[src/design/bis_pkg.sv]
// Shared constants, types and register map of the board interrupt subsystem.
package bis_pkg;
  localparam int BIS_CLK_KHZ = 250000;
  localparam int BIS_TOUT_MS = 6;
  localparam int BIS_TOUT_CYC = BIS_TOUT_MS * BIS_CLK_KHZ;
  localparam int BIS_TCNT_W = 21;
  localparam int BIS_NLVL = 8;
  localparam int BIS_LW = 3;
  localparam int BIS_NSRC = 28;
  localparam int BIS_NBASE = 25;
  localparam int BIS_NROUTE = 9;
  localparam int BIS_SRC_EDGE = 24;
  localparam logic [7:0] BIS_CTRL_OFS = 8'h00;
  localparam logic [7:0] BIS_MASK_OFS = 8'h04;
  localparam logic [7:0] BIS_POLL_OFS = 8'h08;
  localparam logic [7:0] BIS_STAT_OFS = 8'h0c;
  localparam logic [7:0] BIS_EOI_OFS = 8'h10;
  localparam logic [7:0] BIS_CASC_OFS = 8'h14;
  localparam logic [7:0] BIS_OR0_OFS = 8'h18;
  localparam logic [7:0] BIS_OR1_OFS = 8'h1c;
  localparam logic [7:0] BIS_ROUTE_OFS = 8'h20;
  localparam int BIS_CTRL_MODE_LSB = 0;
  localparam int BIS_CTRL_LOW_LSB = 2;
  localparam int BIS_CTRL_PAR_BIT = 5;
  localparam int BIS_CTRL_VB_LSB = 8;
  localparam int BIS_POLL_VLD_BIT = 7;
  localparam int BIS_STAT_ISR_LSB = 8;
  localparam int BIS_STAT_TOUT_BIT = 16;
  localparam logic [7:0] BIS_MASK_RST = 8'hff;
  localparam logic [1:0] BIS_RESP_OK = 2'h0;
  localparam logic [1:0] BIS_RESP_ERR = 2'h2;

  typedef enum logic [1:0] {
    BIS_NESTED = 2'b00,
    BIS_ROTATE = 2'b01,
    BIS_SPECIFIC = 2'b10,
    BIS_POLLED = 2'b11
  } bis_mode_t;

  typedef struct packed {
    bis_mode_t mode;
    logic [2:0] lowest;
    logic arb_par;
    logic [7:0] vbase;
    logic [7:0] mask;
    logic [7:0] casc;
    logic [7:0] isr;
    logic [1:0][24:0] orsel;
    logic [8:0][27:0] route;
    logic tout;
    logic [20:0] tcnt;
    logic aw_got;
    logic [7:0] awaddr;
    logic w_got;
    logic [31:0] wdata;
    logic [3:0] wstrb;
    logic bvalid;
    logic [1:0] bresp;
    logic rvalid;
    logic [31:0] rdata;
    logic [1:0] rresp;
    logic [7:0] vector;
    logic vec_valid;
    logic cas_en;
    logic [2:0] cas_addr;
  } bis_state_t;

  localparam bis_state_t BIS_STATE_RST = '{
    mode: BIS_NESTED, mask: BIS_MASK_RST, default: '0};

  typedef struct packed {
    logic prev;
    logic lvl;
  } bis_edge_st_t;
endpackage

[src/design/bis_prio_if.sv]
// Carrier between the top module and the priority resolver.
`timescale 1ns/100ps
interface bis_prio_if;
  import bis_pkg::*;
  logic [BIS_NLVL-1:0] req;
  logic [BIS_NLVL-1:0] isr;
  logic [BIS_LW-1:0] base;
  logic found;
  logic beats;
  logic [BIS_LW-1:0] lvl;
  logic isr_any;
  logic [BIS_LW-1:0] isr_lvl;
  modport ctl (output req, isr, base,
               input found, beats, lvl, isr_any, isr_lvl);
  modport res (input req, isr, base,
               output found, beats, lvl, isr_any, isr_lvl);
endinterface

[src/design/bis_top.sv]
// Board interrupt subsystem: strap matrix, priority unit and support logic.
// Notes on behaviour
// Nine levels: a direct non-maskable line plus eight arbitrated levels.
// Fully nested mode: level 0 highest, level 7 lowest.
// Rotating mode: a serviced level becomes lowest until the next one.
// Specific mode: software names the lowest level; others follow in order.
// Polled mode: no processor interrupt; software reads encoded status.
// Mode and priorities may change at any time without reset.
// One mask byte masks any combination of the eight levels.
// Accept all sources, resolve by mode, interrupt only when warranted.
// Slave units on the system bus cascade to reach 65 levels.
// Twenty-eight sources strap to any level or to non-maskable line.
// Bus timer requests an interrupt after 6 ms without bus answer.
// Low memory-protect input blocks all on-board RAM access.
// Power-fail request accepted together with the mains-low warning.
// Edge-to-level converter turns an edge into a level request.
// Two OR gates each combine several sources into one request.
// Parallel port gives three sources incl. socket general request.
// Serial interface gives transmit-empty and receive-full sources.
// Counter 0 and 1 outputs act as two sources.
// The 120 Hz line clock is one strappable source.
// Bus arbitration supports daisy chain and parallel, up to 16 masters.
// Converted level holds until acknowledged or reset; acknowledge clears it only via a direct strap, not an OR gate.
`timescale 1ns/100ps
module bis_top #(
  parameter int TOUT_CYC = bis_pkg::BIS_TOUT_CYC
) (
  // Clock, reset and enable
  input wire logic ref_clk_i,
  input wire logic rst_n_i,
  input wire logic ce_i,
  // Register bus write channels
  input wire logic s_axi_awvalid_i,
  output logic s_axi_awready_o,
  input wire logic [7:0] s_axi_awaddr_i,
  input wire logic s_axi_wvalid_i,
  output logic s_axi_wready_o,
  input wire logic [31:0] s_axi_wdata_i,
  input wire logic [3:0] s_axi_wstrb_i,
  output logic s_axi_bvalid_o,
  input wire logic s_axi_bready_i,
  output logic [1:0] s_axi_bresp_o,
  // Register bus read channels
  input wire logic s_axi_arvalid_i,
  output logic s_axi_arready_o,
  input wire logic [7:0] s_axi_araddr_i,
  output logic s_axi_rvalid_o,
  input wire logic s_axi_rready_i,
  output logic [31:0] s_axi_rdata_o,
  output logic [1:0] s_axi_rresp_o,
  // Request sources
  input wire logic [7:0] bus_irq_i,
  input wire logic par_in_full_i,
  input wire logic par_out_empty_i,
  input wire logic socket_general_request_i,
  input wire logic ser_tx_empty_i,
  input wire logic ser_rx_full_i,
  input wire logic [1:0] timer_out_i,
  input wire logic [3:0] exp_irq_i,
  input wire logic power_fail_req_i,
  input wire logic mains_low_warning_i,
  input wire logic line_clk_i,
  input wire logic ext_irq_i,
  input wire logic numeric_err_i,
  input wire logic edge_req_i,
  input wire logic spare_irq_i,
  // Bus command watch
  input wire logic bus_cmd_i,
  input wire logic bus_xack_i,
  // Processor side
  output logic int_o,
  output logic nmi_o,
  input wire logic inta_i,
  output logic [7:0] vector_o,
  output logic vector_valid_o,
  output logic cas_en_o,
  output logic [2:0] cas_addr_o,
  // Memory protect
  input wire logic mem_protect_n_i,
  input wire logic ram_req_i,
  output logic ram_en_o,
  // Bus arbitration
  input wire logic arb_req_i,
  input wire logic bus_prio_in_n_i,
  input wire logic bus_busy_n_i,
  output logic bus_req_n_o,
  output logic bus_prio_out_n_o,
  output logic arb_grant_o
);
  import bis_pkg::*;

  if (TOUT_CYC < 2 || TOUT_CYC >= 2 ** BIS_TCNT_W) begin : g_chk
    $error("TOUT_CYC out of range for the timeout counter.");
  end

  bis_state_t s;
  bis_state_t next_s;
  bis_prio_if pr ();
  logic [BIS_NBASE-1:0] src_base;
  logic [BIS_NSRC-1:0] src;
  logic [BIS_NLVL-1:0] req;
  logic edge_lvl;
  logic edge_clr;
  logic or0;
  logic or1;
  logic pfail;
  logic aw_hs;
  logic w_hs;
  logic ar_hs;
  logic wr_go;
  logic [7:0] waddr;
  logic [31:0] wd;
  logic [3:0] wst;
  logic eoi_fire;
  logic ack;
  logic poll_ack;
  logic [5:0] widx;
  logic [5:0] ridx;

  function automatic logic [31:0] bis_merge(input logic [31:0] o,
                                            input logic [31:0] d,
                                            input logic [3:0] st);
    logic [31:0] m;
    m = {{8{st[3]}}, {8{st[2]}}, {8{st[1]}}, {8{st[0]}}};
    return (o & ~m) | (d & m);
  endfunction

  bis_edge u_edge (
    .ref_clk_i(ref_clk_i),
    .rst_n_i(rst_n_i),
    .ce_i(ce_i),
    .edge_i(edge_req_i),
    .clr_i(edge_clr),
    .level_o(edge_lvl)
  );

  bis_prio u_prio (
    .p(pr)
  );

  // Source assembly; OR gates only see the plain sources, so no loop forms.
  assign pfail = power_fail_req_i & mains_low_warning_i;
  assign src_base = {edge_lvl, numeric_err_i, ext_irq_i, line_clk_i,
                     pfail, s.tout, exp_irq_i, timer_out_i,
                     ser_rx_full_i, ser_tx_empty_i,
                     socket_general_request_i, par_out_empty_i,
                     par_in_full_i, bus_irq_i};
  assign or0 = |(src_base & s.orsel[0]);
  assign or1 = |(src_base & s.orsel[1]);
  assign src = {spare_irq_i, or1, or0, src_base};

  // Strap matrix: each level and the direct line see any source set.
  for (genvar g = 0; g < BIS_NLVL; g++) begin : g_route
    assign req[g] = |(src & s.route[g]);
  end
  assign nmi_o = |(src & s.route[BIS_NROUTE-1]);

  assign pr.req = req & ~s.mask;
  assign pr.isr = s.isr;
  assign pr.base = (s.mode == BIS_NESTED) ? 3'h0 : s.lowest + 3'h1;
  assign int_o = pr.beats && (s.mode != BIS_POLLED);

  // Register bus handshakes: one write and one read in flight at most.
  assign s_axi_awready_o = !s.aw_got && !s.bvalid;
  assign s_axi_wready_o = !s.w_got && !s.bvalid;
  assign s_axi_arready_o = !s.rvalid;
  assign aw_hs = s_axi_awvalid_i && s_axi_awready_o;
  assign w_hs = s_axi_wvalid_i && s_axi_wready_o;
  assign ar_hs = s_axi_arvalid_i && s_axi_arready_o;
  assign wr_go = (s.aw_got || aw_hs) && (s.w_got || w_hs);
  assign waddr = s.aw_got ? s.awaddr : s_axi_awaddr_i;
  assign wd = s.w_got ? s.wdata : s_axi_wdata_i;
  assign wst = s.w_got ? s.wstrb : s_axi_wstrb_i;
  assign widx = waddr[7:2];
  assign ridx = s_axi_araddr_i[7:2];
  assign eoi_fire = wr_go && {widx, 2'b00} == BIS_EOI_OFS;

  // Acknowledge by processor cycle, or by a poll register read with a request pending, in any mode.
  assign poll_ack = ar_hs && {ridx, 2'b00} == BIS_POLL_OFS && pr.found;
  assign ack = (inta_i && int_o) || poll_ack;
  assign edge_clr = ack && s.route[pr.lvl][BIS_SRC_EDGE];

  always_comb begin
    next_s = s;
    next_s.vec_valid = 1'b0;
    next_s.cas_en = 1'b0;
    if (aw_hs) begin
      next_s.aw_got = 1'b1;
      next_s.awaddr = s_axi_awaddr_i;
    end
    if (w_hs) begin
      next_s.w_got = 1'b1;
      next_s.wdata = s_axi_wdata_i;
      next_s.wstrb = s_axi_wstrb_i;
    end
    if (s.bvalid && s_axi_bready_i) begin
      next_s.bvalid = 1'b0;
    end
    if (s.rvalid && s_axi_rready_i) begin
      next_s.rvalid = 1'b0;
    end
    // In-service end first, so an acknowledge in the same cycle still sets.
    if (eoi_fire && pr.isr_any) begin
      next_s.isr[pr.isr_lvl] = 1'b0;
      if (s.mode == BIS_ROTATE) begin
        next_s.lowest = pr.isr_lvl;
      end
    end
    if (wr_go) begin
      next_s.aw_got = 1'b0;
      next_s.w_got = 1'b0;
      next_s.bvalid = 1'b1;
      next_s.bresp = BIS_RESP_OK;
      case ({widx, 2'b00})
        BIS_CTRL_OFS: begin
          // Takes effect on the next cycle, no reset needed.
          if (wst[0]) begin
            next_s.mode = bis_mode_t'(wd[BIS_CTRL_MODE_LSB +: 2]);
            next_s.lowest = wd[BIS_CTRL_LOW_LSB +: 3];
            next_s.arb_par = wd[BIS_CTRL_PAR_BIT];
          end
          if (wst[1]) begin
            next_s.vbase = wd[BIS_CTRL_VB_LSB +: 8];
          end
        end
        BIS_MASK_OFS: begin
          if (wst[0]) begin
            next_s.mask = wd[7:0];
          end
        end
        BIS_STAT_OFS: begin
          if (wst[2] && wd[BIS_STAT_TOUT_BIT]) begin
            next_s.tout = 1'b0;
          end
        end
        BIS_EOI_OFS: begin
          next_s.bresp = BIS_RESP_OK;
        end
        BIS_CASC_OFS: begin
          if (wst[0]) begin
            next_s.casc = wd[7:0];
          end
        end
        BIS_OR0_OFS: begin
          next_s.orsel[0] = 25'(bis_merge(32'(s.orsel[0]), wd, wst));
        end
        BIS_OR1_OFS: begin
          next_s.orsel[1] = 25'(bis_merge(32'(s.orsel[1]), wd, wst));
        end
        default: begin
          if (widx >= BIS_ROUTE_OFS[7:2] &&
              widx < BIS_ROUTE_OFS[7:2] + 6'(BIS_NROUTE)) begin
            next_s.route[4'(widx - BIS_ROUTE_OFS[7:2])] = 28'(bis_merge(
              32'(s.route[4'(widx - BIS_ROUTE_OFS[7:2])]), wd, wst));
          end else begin
            next_s.bresp = BIS_RESP_ERR;
          end
        end
      endcase
    end
    if (ar_hs) begin
      next_s.rvalid = 1'b1;
      next_s.rresp = BIS_RESP_OK;
      next_s.rdata = '0;
      case ({ridx, 2'b00})
        BIS_CTRL_OFS: begin
          next_s.rdata[BIS_CTRL_MODE_LSB +: 2] = s.mode;
          next_s.rdata[BIS_CTRL_LOW_LSB +: 3] = s.lowest;
          next_s.rdata[BIS_CTRL_PAR_BIT] = s.arb_par;
          next_s.rdata[BIS_CTRL_VB_LSB +: 8] = s.vbase;
        end
        BIS_MASK_OFS: next_s.rdata[7:0] = s.mask;
        BIS_POLL_OFS: begin
          next_s.rdata[BIS_POLL_VLD_BIT] = pr.found;
          next_s.rdata[2:0] = pr.lvl;
        end
        BIS_STAT_OFS: begin
          next_s.rdata[7:0] = req;
          next_s.rdata[BIS_STAT_ISR_LSB +: 8] = s.isr;
          next_s.rdata[BIS_STAT_TOUT_BIT] = s.tout;
        end
        BIS_EOI_OFS: next_s.rdata = '0;
        BIS_CASC_OFS: next_s.rdata[7:0] = s.casc;
        BIS_OR0_OFS: next_s.rdata[24:0] = s.orsel[0];
        BIS_OR1_OFS: next_s.rdata[24:0] = s.orsel[1];
        default: begin
          if (ridx >= BIS_ROUTE_OFS[7:2] &&
              ridx < BIS_ROUTE_OFS[7:2] + 6'(BIS_NROUTE)) begin
            next_s.rdata[27:0] = s.route[4'(ridx - BIS_ROUTE_OFS[7:2])];
          end else begin
            next_s.rresp = BIS_RESP_ERR;
          end
        end
      endcase
    end
    if (ack) begin
      next_s.isr[pr.lvl] = 1'b1;
      next_s.vector = s.vbase | {5'h00, pr.lvl};
      next_s.vec_valid = !poll_ack;
      // A cascaded level hands the vector cycle to the slave unit.
      next_s.cas_en = s.casc[pr.lvl] && !poll_ack;
      next_s.cas_addr = pr.lvl;
    end
    // Stalled bus command counter; the timeout flag wins over its clear.
    if (bus_cmd_i && !bus_xack_i) begin
      if (s.tcnt == BIS_TCNT_W'(TOUT_CYC - 1)) begin
        next_s.tout = 1'b1;
      end else begin
        next_s.tcnt = s.tcnt + 21'h000001;
      end
    end else begin
      next_s.tcnt = '0;
    end
  end

  always_ff @(posedge ref_clk_i or negedge rst_n_i) begin
    if (!rst_n_i) begin
      s <= BIS_STATE_RST;
    end else if (ce_i) begin
      s <= next_s;
    end
  end

  assign s_axi_bvalid_o = s.bvalid;
  assign s_axi_bresp_o = s.bresp;
  assign s_axi_rvalid_o = s.rvalid;
  assign s_axi_rdata_o = s.rdata;
  assign s_axi_rresp_o = s.rresp;
  assign vector_o = s.vector;
  assign vector_valid_o = s.vec_valid;
  assign cas_en_o = s.cas_en;
  assign cas_addr_o = s.cas_addr;

  // Protect input gates RAM strobes combinationally, so no access slips in.
  assign ram_en_o = ram_req_i && mem_protect_n_i;

  // Daisy chain passes priority on; in parallel mode a decoder grants.
  assign bus_req_n_o = !arb_req_i;
  assign bus_prio_out_n_o = s.arb_par || bus_prio_in_n_i || arb_req_i;
  assign arb_grant_o = arb_req_i && !bus_prio_in_n_i && bus_busy_n_i;

  property p_nested;
    @(posedge ref_clk_i) disable iff (!rst_n_i)
      s.mode == BIS_NESTED && pr.req[0] && s.isr == 8'h00
        |-> int_o && pr.lvl == 3'h0;
  endproperty
  a_nested: assert property (p_nested)
    else $error("Level 0 not first in nested mode.");

  property p_rotate;
    @(posedge ref_clk_i) disable iff (!rst_n_i)
      ce_i && eoi_fire && pr.isr_any && s.mode == BIS_ROTATE
        |=> s.lowest == $past(pr.isr_lvl);
  endproperty
  a_rotate: assert property (p_rotate)
    else $error("Serviced level did not become lowest.");

  property p_specific;
    @(posedge ref_clk_i) disable iff (!rst_n_i)
      s.mode == BIS_SPECIFIC && s.isr == 8'h00 &&
        pr.req[s.lowest + 3'h1] |-> pr.lvl == s.lowest + 3'h1;
  endproperty
  a_specific: assert property (p_specific)
    else $error("Level after lowest not ranked first.");

  property p_polled;
    @(posedge ref_clk_i) disable iff (!rst_n_i)
      s.mode == BIS_POLLED |-> !int_o;
  endproperty
  a_polled: assert property (p_polled)
    else $error("Interrupt raised in polled mode.");

  property p_mask;
    @(posedge ref_clk_i) disable iff (!rst_n_i)
      int_o |-> (req & ~s.mask & (8'h01 << pr.lvl)) != 8'h00;
  endproperty
  a_mask: assert property (p_mask)
    else $error("Interrupt raised for a masked level.");

  property p_ack;
    @(posedge ref_clk_i) disable iff (!rst_n_i)
      ce_i && inta_i && int_o |=> s.isr[$past(pr.lvl)] && s.vec_valid;
  endproperty
  a_ack: assert property (p_ack)
    else $error("Acknowledge did not set in-service and vector.");

  property p_tout;
    @(posedge ref_clk_i) disable iff (!rst_n_i)
      ce_i && bus_cmd_i && !bus_xack_i &&
        s.tcnt == BIS_TCNT_W'(TOUT_CYC - 1) |=> s.tout;
  endproperty
  a_tout: assert property (p_tout)
    else $error("Bus timeout flag not set at expiry.");

  property p_protect;
    @(posedge ref_clk_i) disable iff (!rst_n_i)
      !mem_protect_n_i |-> !ram_en_o;
  endproperty
  a_protect: assert property (p_protect)
    else $error("RAM enabled while protected.");

  property p_pfail;
    @(posedge ref_clk_i) disable iff (!rst_n_i)
      power_fail_req_i && !mains_low_warning_i |-> !src[20];
  endproperty
  a_pfail: assert property (p_pfail)
    else $error("Power fail source without mains low warning.");
endmodule // bis_top

[src/design/bis_prio.sv]
// Priority resolver ranking request and in-service levels from a base.
`timescale 1ns/100ps
module bis_prio (
  // Resolver carrier
  bis_prio_if.res p
);
  import bis_pkg::*;
  logic [BIS_LW-1:0] rank [BIS_NLVL];
  logic [BIS_LW-1:0] best;
  logic [BIS_LW-1:0] ibest;
  logic found;
  logic isr_any;
  logic [BIS_LW-1:0] lvl;
  logic [BIS_LW-1:0] isr_lvl;

  // The base level ranks first and the rank wraps round modulo eight.
  for (genvar g = 0; g < BIS_NLVL; g++) begin : g_rank
    assign rank[g] = BIS_LW'(g) - p.base;
  end

  always_comb begin
    found = 1'b0;
    isr_any = 1'b0;
    best = '1;
    ibest = '1;
    lvl = '0;
    isr_lvl = '0;
    for (int i = 0; i < BIS_NLVL; i++) begin
      if (p.req[i] && (!found || rank[i] < best)) begin
        found = 1'b1;
        best = rank[i];
        lvl = BIS_LW'(i);
      end
      if (p.isr[i] && (!isr_any || rank[i] < ibest)) begin
        isr_any = 1'b1;
        ibest = rank[i];
        isr_lvl = BIS_LW'(i);
      end
    end
  end

  // A request only goes out when it outranks everything in service.
  assign p.beats = found && (!isr_any || best < ibest);
  assign p.found = found;
  assign p.lvl = lvl;
  assign p.isr_any = isr_any;
  assign p.isr_lvl = isr_lvl;
endmodule // bis_prio

[src/design/bis_edge.sv]
// Edge-to-level converter that holds a captured edge until acknowledged.
`timescale 1ns/100ps
module bis_edge (
  // Clock and reset
  input wire logic ref_clk_i,
  input wire logic rst_n_i,
  input wire logic ce_i,
  // Request path
  input wire logic edge_i,
  input wire logic clr_i,
  output logic level_o
);
  import bis_pkg::*;
  bis_edge_st_t s;
  bis_edge_st_t next_s;

  always_comb begin
    next_s = s;
    next_s.prev = edge_i;
    if (clr_i) begin
      next_s.lvl = 1'b0;
    end
    if (edge_i && !s.prev) begin
      next_s.lvl = 1'b1;
    end
  end

  always_ff @(posedge ref_clk_i or negedge rst_n_i) begin
    if (!rst_n_i) begin
      s <= '0;
    end else if (ce_i) begin
      s <= next_s;
    end
  end

  assign level_o = s.lvl;

  property p_edge_hold;
    @(posedge ref_clk_i) disable iff (!rst_n_i)
      s.lvl && !clr_i |=> s.lvl;
  endproperty
  a_edge_hold: assert property (p_edge_hold)
    else $error("Level request dropped without acknowledge.");
endmodule // bis_edge

[config.mk]
export PLATFORM = sky130hd
export DESIGN_NAME = bis_top
export DESIGN_NICKNAME = d
export VERILOG_FILES = /design/src/design/bis_pkg.sv /design/src/design/bis_prio_if.sv /design/src/design/bis_top.sv /design/src/design/bis_prio.sv /design/src/design/bis_edge.sv
export SDC_FILE = /design/constraint.sdc
export NUM_CORES = 1
export LEC_CHECK = 0
export BUFFER_PORTS_ARGS = -buffer_cell sky130_fd_sc_hd__buf_2
export CAP_MARGIN = 10
export CORE_UTILIZATION = 34
export CTS_CLUSTER_SIZE = 14
export DETAILED_ROUTE_END_ITERATION = 8
export SYNTH_ARGS = -nofsm -noshare
export SYNTH_HDL_FRONTEND = slang
export SYNTH_SLANG_ARGS = --single-unit
[constraint.sdc]
create_clock -name ref_clk_i -period 14.5 [get_ports ref_clk_i]
set_input_delay 1.45 -clock ref_clk_i [delete_from_list [all_inputs] [get_ports ref_clk_i]]
set_output_delay 1.45 -clock ref_clk_i [all_outputs]
set_load 0.01 [all_outputs]
Word level (Yosys, flattened, before mapping)
Cells that the tools add are included.
{"block": "word_totals", "regBits": 457, "input_bits": 94}
{"block": "op_classes", "reduce_logical": 131, "addsub": 12, "n_bitwise": 27, "muxes": 108, "n_eq_ne": 17, "order_cmp": 27}
{"op": "$and A28 B28 Y28", "count": 11}
{"op": "$bwmux W252", "count": 1}
{"op": "$reduce_or A28 Y1", "count": 9}
{"op": "$bmux W28 S4", "count": 2}
{"op": "$mux W28", "count": 6}
{"op": "$demux W28 S4", "count": 1}
{"op": "$and A25 B25 Y25", "count": 4}
{"op": "$mux W3", "count": 29}
{"op": "$bmux W28 S3", "count": 1}
{"op": "$mux W8", "count": 8}
{"op": "$or A25 B25 Y25", "count": 2}
{"op": "$reduce_or A25 Y1", "count": 2}
{"op": "$eq A6 B3 Y1 const B", "count": 8}
{"op": "$lt A3 B3 Y1", "count": 15}
{"op": "$logic_and A1 B1 Y1", "count": 42}
{"op": "$mux W21", "count": 2}
{"op": "$pmux W8 S5", "count": 1}
{"op": "$mux W37", "count": 1}
{"op": "$mux W35", "count": 1}
{"op": "$mux W1", "count": 32}
{"op": "$not A28 Y28", "count": 1}
{"op": "$or A28 B28 Y28", "count": 1}
{"op": "$mux W25", "count": 1}
{"op": "$logic_not A1 Y1", "count": 24}
{"op": "51 further kinds", "count": 117}

Longest topological paths before layout
Gate-level depths: netlist (run 1).
{"block": "depth", "word_depth": 44, "ltp_mapped": 64}

Hierarchy
A second synthesis (run 1) with hierarchy kept.
{"block": "unflattened", "cells_unflattened": 2646, "hier_area_um2": 26175.1}
{"mod": "bis_top", "area_each_um2": 24091.9, "instances": 1, "seq_area_each_um2": 11195.7, "cells_per_inst": 2338}
{"mod": "bis_prio", "area_each_um2": 2006.9, "instances": 1, "seq_area_each_um2": 0.0, "cells_per_inst": 301}
{"mod": "bis_edge", "area_each_um2": 76.3, "instances": 1, "seq_area_each_um2": 50.0, "cells_per_inst": 7}

Least setup slack after synthesis (run 1)
No wires, ideal clock.
{"block": "synth_path", "path_kind": "input port to output port", "startpoint": "input port bus_irq_i[0]", "endpoint": "output port int_o", "required_time_ps": 13050, "t_arrival_ps": 12710, "cell_stages": 59, "setup_slack_ps": 340, "cell_sequence": "clkbuf_1 > a22oi_1 > nand2_1 > or3_1 > o21ai_0 > a31o_2 > nor2_1 > ha_1 > a21oi_1 > nor2_1 > o31ai_1 > nand2_1 > mux2_2 > ha_1 > a21oi_1 > o21ai_0 > o2bb2ai_1 > and2_1 > (+23 left out) > ha_1 > a21o_1 > a21o_1 > a21boi_0 > nand2_1 > mux2_2 > ha_1 > a21o_1 > a21oi_1 > o21ai_0 > nor2_1 > nand2_1 > o21ai_1 > ha_1 > nand3_1 > a21oi_1 > and3_1 > nor4_1"}
{"block": "synth_via", "elab_chain_len": 38}
{"element": "start: declaration", "line": "bis_top.sv:52", "text": "input wire logic [7:0] bus_irq_i,"}
{"element": "$and A25 B25 Y25, on equally long branches", "line": "bis_top.sv:148, bis_top.sv:149"}
{"element": "$reduce_or A25 Y1, on equally long branches", "line": "bis_top.sv:148, bis_top.sv:149"}
{"element": "$and A28 B28 Y28", "line": "bis_top.sv:154", "text": "assign req[g] = |(src & s.route[g]);"}
{"element": "$reduce_or A28 Y1", "line": "bis_top.sv:154"}
{"element": "$and A8 B8 Y8 (*)", "line": "bis_top.sv:158", "text": "assign pr.req = req & ~s.mask;"}
{"element": "$mux W3 / $mux W1 (equally long branches)", "line": "bis_prio.sv:29", "text": "if (p.req[i] && (!found || rank[i] < best)) begin"}
{"element": "$lt A3 B3 Y1 / $logic_not A1 Y1 (equally long branches)", "line": "bis_prio.sv:29"}
{"element": "$logic_or A1 B1 Y1", "line": "bis_prio.sv:29"}
{"element": "(+22 left out)"}
{"element": "$lt A3 B3 Y1 / $logic_not A1 Y1 (equally long branches)", "line": "bis_prio.sv:29"}
{"element": "$logic_or A1 B1 Y1", "line": "bis_prio.sv:29"}
{"element": "$logic_and A1 B1 Y1", "line": "bis_prio.sv:29"}
{"element": "$mux W3", "line": "bis_prio.sv:29"}
{"element": "$lt A3 B3 Y1", "line": "bis_prio.sv:43", "text": "assign p.beats = found && (!isr_any || best < ibest);"}
{"element": "$logic_or A1 B1 Y1", "line": "bis_prio.sv:43"}
{"element": "$logic_and A1 B1 Y1 (*)", "line": "bis_prio.sv:43"}
{"element": "$logic_and A1 B1 Y1 (*)", "line": "bis_top.sv:161", "text": "assign int_o = pr.beats && (s.mode != BIS_POLLED);"}
{"element": "end: declaration", "line": "bis_top.sv:71", "text": "output logic int_o,"}
Every way passes the cells marked *; elsewhere a longest branch is shown, timed or not.

Final worst setup path (run 1)
{"block": "layout_path", "startpoint": "input port par_out_empty_i", "endpoint": "output port int_o"}
{"block": "layout_via", "elab_chain_len": 38}
{"element": "start: declaration", "line": "bis_top.sv:54", "text": "input wire logic par_out_empty_i,"}
{"element": "$and A25 B25 Y25, on equally long branches", "line": "bis_top.sv:148, bis_top.sv:149"}
{"element": "$reduce_or A25 Y1, on equally long branches", "line": "bis_top.sv:148, bis_top.sv:149"}
{"element": "$and A28 B28 Y28", "line": "bis_top.sv:154"}
{"element": "$reduce_or A28 Y1", "line": "bis_top.sv:154"}
{"element": "$and A8 B8 Y8 (*)", "line": "bis_top.sv:158"}
{"element": "$mux W3 / $mux W1 (equally long branches)", "line": "bis_prio.sv:29"}
{"element": "$lt A3 B3 Y1 / $logic_not A1 Y1 (equally long branches)", "line": "bis_prio.sv:29"}
{"element": "$logic_or A1 B1 Y1", "line": "bis_prio.sv:29"}
{"element": "(+22 left out)"}
{"element": "$lt A3 B3 Y1 / $logic_not A1 Y1 (equally long branches)", "line": "bis_prio.sv:29"}
{"element": "$logic_or A1 B1 Y1", "line": "bis_prio.sv:29"}
{"element": "$logic_and A1 B1 Y1", "line": "bis_prio.sv:29"}
{"element": "$mux W3", "line": "bis_prio.sv:29"}
{"element": "$lt A3 B3 Y1", "line": "bis_prio.sv:43"}
{"element": "$logic_or A1 B1 Y1", "line": "bis_prio.sv:43"}
{"element": "$logic_and A1 B1 Y1 (*)", "line": "bis_prio.sv:43"}
{"element": "$logic_and A1 B1 Y1 (*)", "line": "bis_top.sv:161"}
Marks and branches as above.

==> results.toml, run 1 <==
[synthesis]
netlist_instances = 2659
ys_seq_area_share_pct = 42.9
synth_cell_types = 91
yosysWarnings = 0
synth.avg_cell_area_sq_um = 9.87
syn_area_sq_um = 26200
synth_top_cells_by_area = "dfrtp_1 (42%), mux4_2 (9.6%), o21ai_0 (7.0%)"
yosysTopAreaCellShare_pct = 42.1
synth_top_area_cell = "dfrtp_1"
synthArstFlopShare_pct = 100
synth_edf_count = 0
synth_seq_cells = 449
synth_flop_cell = "dfrtp_1"

[clock_network]
cts_sinks = 449
ctsHoldBuffers = 0
h-tree-depth = 2
ctsRootBufferMaster = "clkbuf_16"
cts_tree = "built"
clock_path_buffers = 3
cts_buffers = 51
cts.reportedPaths.clkPinSlew_ps = 50
clkLatencyLatePin_ps = 640

[global_routing]
antenna_found_initial = 8
grt_util_all_layers_pct = 27.6
grt_pass1_wl_um = 159000
overflow = 0
grt_pass1_vias = 22400
grt_max_degree = 156

[final_layout]
n_fill_cell = 7482
area_growth_syn_to_layout_pct = 17.4
drive_gt1_share_pct = 25.9
multi_input_area_sq_um = 14300
final_cell_area_sq_um = 30800
layout_common_cells = "nand2_1 (463), dfrtp_1 (438), o21ai_0 (362)"
fin_nets = 2931
final-seq-area_sq_um = 11200
layout_commonest_cell = "nand2_1"

[floorplan]
fp.coreArea_sq_um = 76200
start_util_pct = 34.4
rows = 101
die_y_um = 280
ios = 154
die_x_um = 280
die-area_sq_um = 78300

[run_status]
status = "completed"

[worst_setup_path]
crit_family = "compound AO/OA/AOI/OAI gates"
crit_path_end_kind = "primary output"
worst-path-buf-inv = 7
r2r_cells = 59
reg2reg_from = "s[454]"
critPathMostFrequentCell = "ha_4"
r2r_end = "vector_o[2]"
max_stage_delay_ps = 480
setup.worst_path.class = "input port to primary output"
cp_max_fo = 5
ff2ff_setup_slack_ps = 1740
crit_path_start_kind = "input port"
crit_cells = 61
crit_path_top_delay_cell = "a2111o_1"
cp.required_ps = 13050
worstPathArrival_ps = 12590
startpoint = "par_out_empty_i"
crit_end = "int_o"

[sta]
post-route-period-util_pct = 96.8
max-slew-margin-rel_pct = 16.1
setup_viol = 0
min_period_ps = 14040
hold_viol_final = 0
worst_slew_pin_slew_ps = 1230
clock.fmax_mhz = 71.2
skew_ps = 38.9
drv_slew = 0

[route]
wl_per_cell_um = 28.1
vias_per_cell = 6.11
routed_wl_um = 109000
ant_nets = 0
dr.pass1.iters = 6
via_count = 23700
first_iter_violations = 3226
drc = 0

[hold_path]
whs_path_depth = 2
min_path_type = "register to register"

[flow_run]
maxCapViolCount = 0

[placement]
place_hpwl_um = 78900
io_buffers = 139
placed_area_sq_um = 28500
place.gp.congestion = 1.02
metrics by stage:
step	worst slack, ps	cells	setup TNS, ps	util (%)	hold WS (ps)
6_report	463	3879	0	40.4	472
5_1_grt	-65.2	3876	-65.2	40.4	504
4_1_cts	0.565	3865	0	39.9	479
2_1_floorplan	340	2664	0	-	451
3_5_place_dp	-361	3770	-361	37.4	465
3_3_place_gp	-193	3770	-193	37.4	460
layout make-up:
| cell class | count | area share (%) |
|---|---|---|
| inverters | 29 | 0.353 |
| flip-flops and latches | 449 | 36.5 |
| diodes | 3 | 0.0244 |
| clock buffers | 70 | 4.73 |
| multi-input cells | 1961 | 46.3 |
| repair buffers | 313 | 6.63 |
| well taps | 1030 | 4.18 |
| clock inverters | 24 | 1.24 |
metal layers:
layer	global-route usage (%)	share of wire, %	up-vias
met5	0	0.061	-
met4	11.5	4.9	10
met3	7.73	12	310
met2	40.2	42	1479
met1	38.3	41	11700
li1	-	-	10100
synth_stat cells, types with 13 or more instances:
master,number
a21boi_0,14
a21oi_1,102
a221oi_1,17
a222oi_1,23
a22o_1,33
a22oi_1,119
and2_1,13
and3_1,14
buf_1,14
buf_4,47
clkbuf_1,151
dfrtp_1,441
ha_1,32
inv_1,27
mux2_2,115
mux2i_1,66
mux4_2,112
nand2_1,475
nand2b_1,13
nand3_1,28
nand4_1,27
nor2_1,101
nor3_1,28
o211ai_1,18
o21a_1,16
o21ai_0,368
o21ai_1,15
or3_1,16
xor2_1,15
tightest hold or removal path, stage by stage (launching register included):
cell     delay, ps
dfrtp_1        340
nand2_1         40
o21ai_0         60
what timing repair did:
item | 4_1_cts | 5_1_grt
pin swaps | 2 | 32
setup endpoints to repair | 1 | 4
resized for setup | 9 | 66
setup buffers | 1 | 10
how the worst min path moves through the flow:
stage,slack (ps),end,startpoint
3_3_place_gp,460,s_axi_rdata_o[15],s_axi_rdata_o[15]
3_5_place_dp,470,s_axi_rdata_o[8],s_axi_rdata_o[8]
2_1_floorplan,450,s_axi_rdata_o[10],s_axi_rdata_o[10]
5_1_grt,500,vector_o[7],vector_o[7]
6_report,470,s_axi_rdata_o[27],s_axi_rdata_o[27]
4_1_cts,480,s_axi_rdata_o[8],s_axi_rdata_o[8]
logic make-up after synthesis:
kind of cell / Yosys count / synth area share, %
other: 1 / 0.0143
flip-flops: 449 / 42.9
XOR/XNOR: 23 / 0.768
adder cells (fa/ha/maj): 32 / 1.53
multiplexers: 294 / 17.1
AO/OA/AOI/OAI: 844 / 20.7
AND/OR/NAND/NOR: 762 / 12.6
buffers and inverters: 254 / 4.44
Power of run 1 is not shown: default switching activity piles up to over one toggle a cycle in this logic, so the estimate is an artifact.
==> inputs of run 2 (changes only) <==
Settings changed: PLACE_DENSITY from default to 0.62.
==> run 2 against run 1 <==
Against the previous run: the flow now finishes with violations (design-rule violations); cell count up 0.18%; non-clock buffer count up 9; fmax down 0.20%; hold slack worse by 3.5 ps; global-route usage up 0.094 points; register-to-register slack better by 60 ps; flip-flop and latch count unchanged; first-iteration DRC count down 0.81%; final area down 0.35%; utilization down 0.14 points.
==> results.toml, run 2 (synthesis gave the netlist of run 1 again) <==
[global_routing]
met2_usage_pct = 40.4
grt_pass1_wl_um = 159000
antenna_found_initial = 4
grt_pass1_vias = 22500
grt_max_degree = 159
grt_util_all_layers_pct = 27.7
met1_usage_pct = 38.1
overflow = 0
grt.busiest_layer = "met2"
gr-usage-met3_pct = 7.59

[flow_run]
maxCapViolCount = 0

[clock_network]
cts_buffers = 49
ctsRootBufferMaster = "clkbuf_16"
clock_path_buffers = 3
h-tree-depth = 2
cts_sinks = 449
cts.reportedPaths.clkPinSlew_ps = 60
clkLatencyLatePin_ps = 630
cts_tree = "built"

[worst_setup_path]
crit_path_end_kind = "primary output"
cp_max_fo = 8
crit_path_top_delay_cell = "nor3_1"
worst-path-buf-inv = 9
r2r_cells = 55
startpoint = "bus_irq_i[1]"
cp.required_ps = 13050
r2r_end = "vector_o[2]"
reg2reg_from = "s[454]"
setup.worst_path.class = "input port to primary output"
max_stage_delay_ps = 560
critPathMostFrequentCell = "buf_4"
crit_family = "simple AND/OR/NAND/NOR gates"
crit_path_start_kind = "input port"
worstPathArrival_ps = 12610
ff2ff_setup_slack_ps = 1800

[hold_path]
hold_end = "s_axi_rdata_o[12]"
hold_start = "s_axi_rdata_o[12]"
whs_path_depth = 2
min_path_type = "register to register"

[floorplan]
fp.coreArea_sq_um = 76200
ios = 154
die_x_um = 280
start_util_pct = 34.4
die-area_sq_um = 78300
die_y_um = 280
rows = 101

[sta]
worst_slew_pin_slew_ps = 1160
hold_ws_ps = 469
post-route-period-util_pct = 97.0
final.setup.tns_ps = 0
setup_slack_ps = 436
hold_viol_final = 0
setup_viol = 0
skew_ps = 56.8
drv_slew = 0
clock.fmax_mhz = 71.1
min_period_ps = 14060
max-slew-margin-rel_pct = 22.3

[route]
wl_per_cell_um = 28.2
first_iter_violations = 3200
ant_nets = 0
dr.pass1.iters = 9
via_count = 23700
vias_per_cell = 6.09
drc = 3
routed_wl_um = 110000

[run_status]
violations = "design-rule violations"
status = "finished with violations"

[final_layout]
area_growth_syn_to_layout_pct = 17.0
layout_commonest_cell = "nand2_1"
fin_nets = 2938
n_fill_cell = 7515
utilization_pct = 40.3
layout_common_cells = "nand2_1 (463), dfrtp_1 (440), o21ai_0 (360)"
drive_gt1_share_pct = 25.8

[placement]
io_buffers = 139
place.gp.congestion = 1.05
place_hpwl_um = 79800
pre_cts_slack_ps = -500
## run 2: cell count changes in the layout (fill, tap and decap cells not counted), sizes merged
cell,change
buf,+9
clkinv,+6
bufinv,-4
clkbuf,-3
inv,-2
clkinvlp,+1
## run 2: repair_timing
item / 4_1_cts / 5_1_grt
hold buffers: 0 / 0
cloned: 0 / 0
pin swaps: 3 / 24
resized for setup: 15 / 54
endpoints found under the setup margin: 1 / 1
setup buffers: 0 / 11
## run 2: layer usage
layer | wire, um | vias up
li1 | - | 10200
met5 | 41 | -
met3 | 13000 | 271
met4 | 5610 | 6
met2 | 46700 | 1417
met1 | 44300 | 11800
## run 2: worst max-delay path by stage
stage	cells past startpoint	end
after global placement	62	int_o
after floorplan	59	int_o
after detailed placement	61	int_o
after CTS	63	int_o
after global routing	57	int_o
final	58	int_o
## run 2: final cells by class
| class | instances | area, sq um | area share [%] |
|---|---|---|---|
| clock buffers | 67 | 1380 | 4.51 |
| multi-input cells | 1961 | 14300 | 46.4 |
| inverters | 29 | 109 | 0.354 |
| clock inverters | 25 | 283 | 0.921 |
| diodes | 3 | 7.51 | 0.0244 |
| flip-flops and latches | 449 | 11200 | 36.6 |
| well taps | 1030 | 1290 | 4.20 |
| repair buffers | 322 | 2130 | 6.94 |
## run 2: worst register-to-register path, delay by kind of cell, from the launching register on
family / cells / cell delay, ps
multiplexers: 4 / 1450
adder cells (fa/ha/maj): 10 / 2910
buffers and inverters: 3 / 380
flip-flops: 1 / 480
XOR/XNOR: 1 / 130
AO/OA/AOI/OAI: 28 / 5310
AND/OR/NAND/NOR: 9 / 1960
## run 2: metrics by stage
step                cells  cell area, sq um
floorplan            2664             26300
global placement     3780             28600
detailed placement   3780             28600
CTS                  3872             30400
global route         3883             30700
finish               3886             30700
Power of run 2 is left out for the same reason.
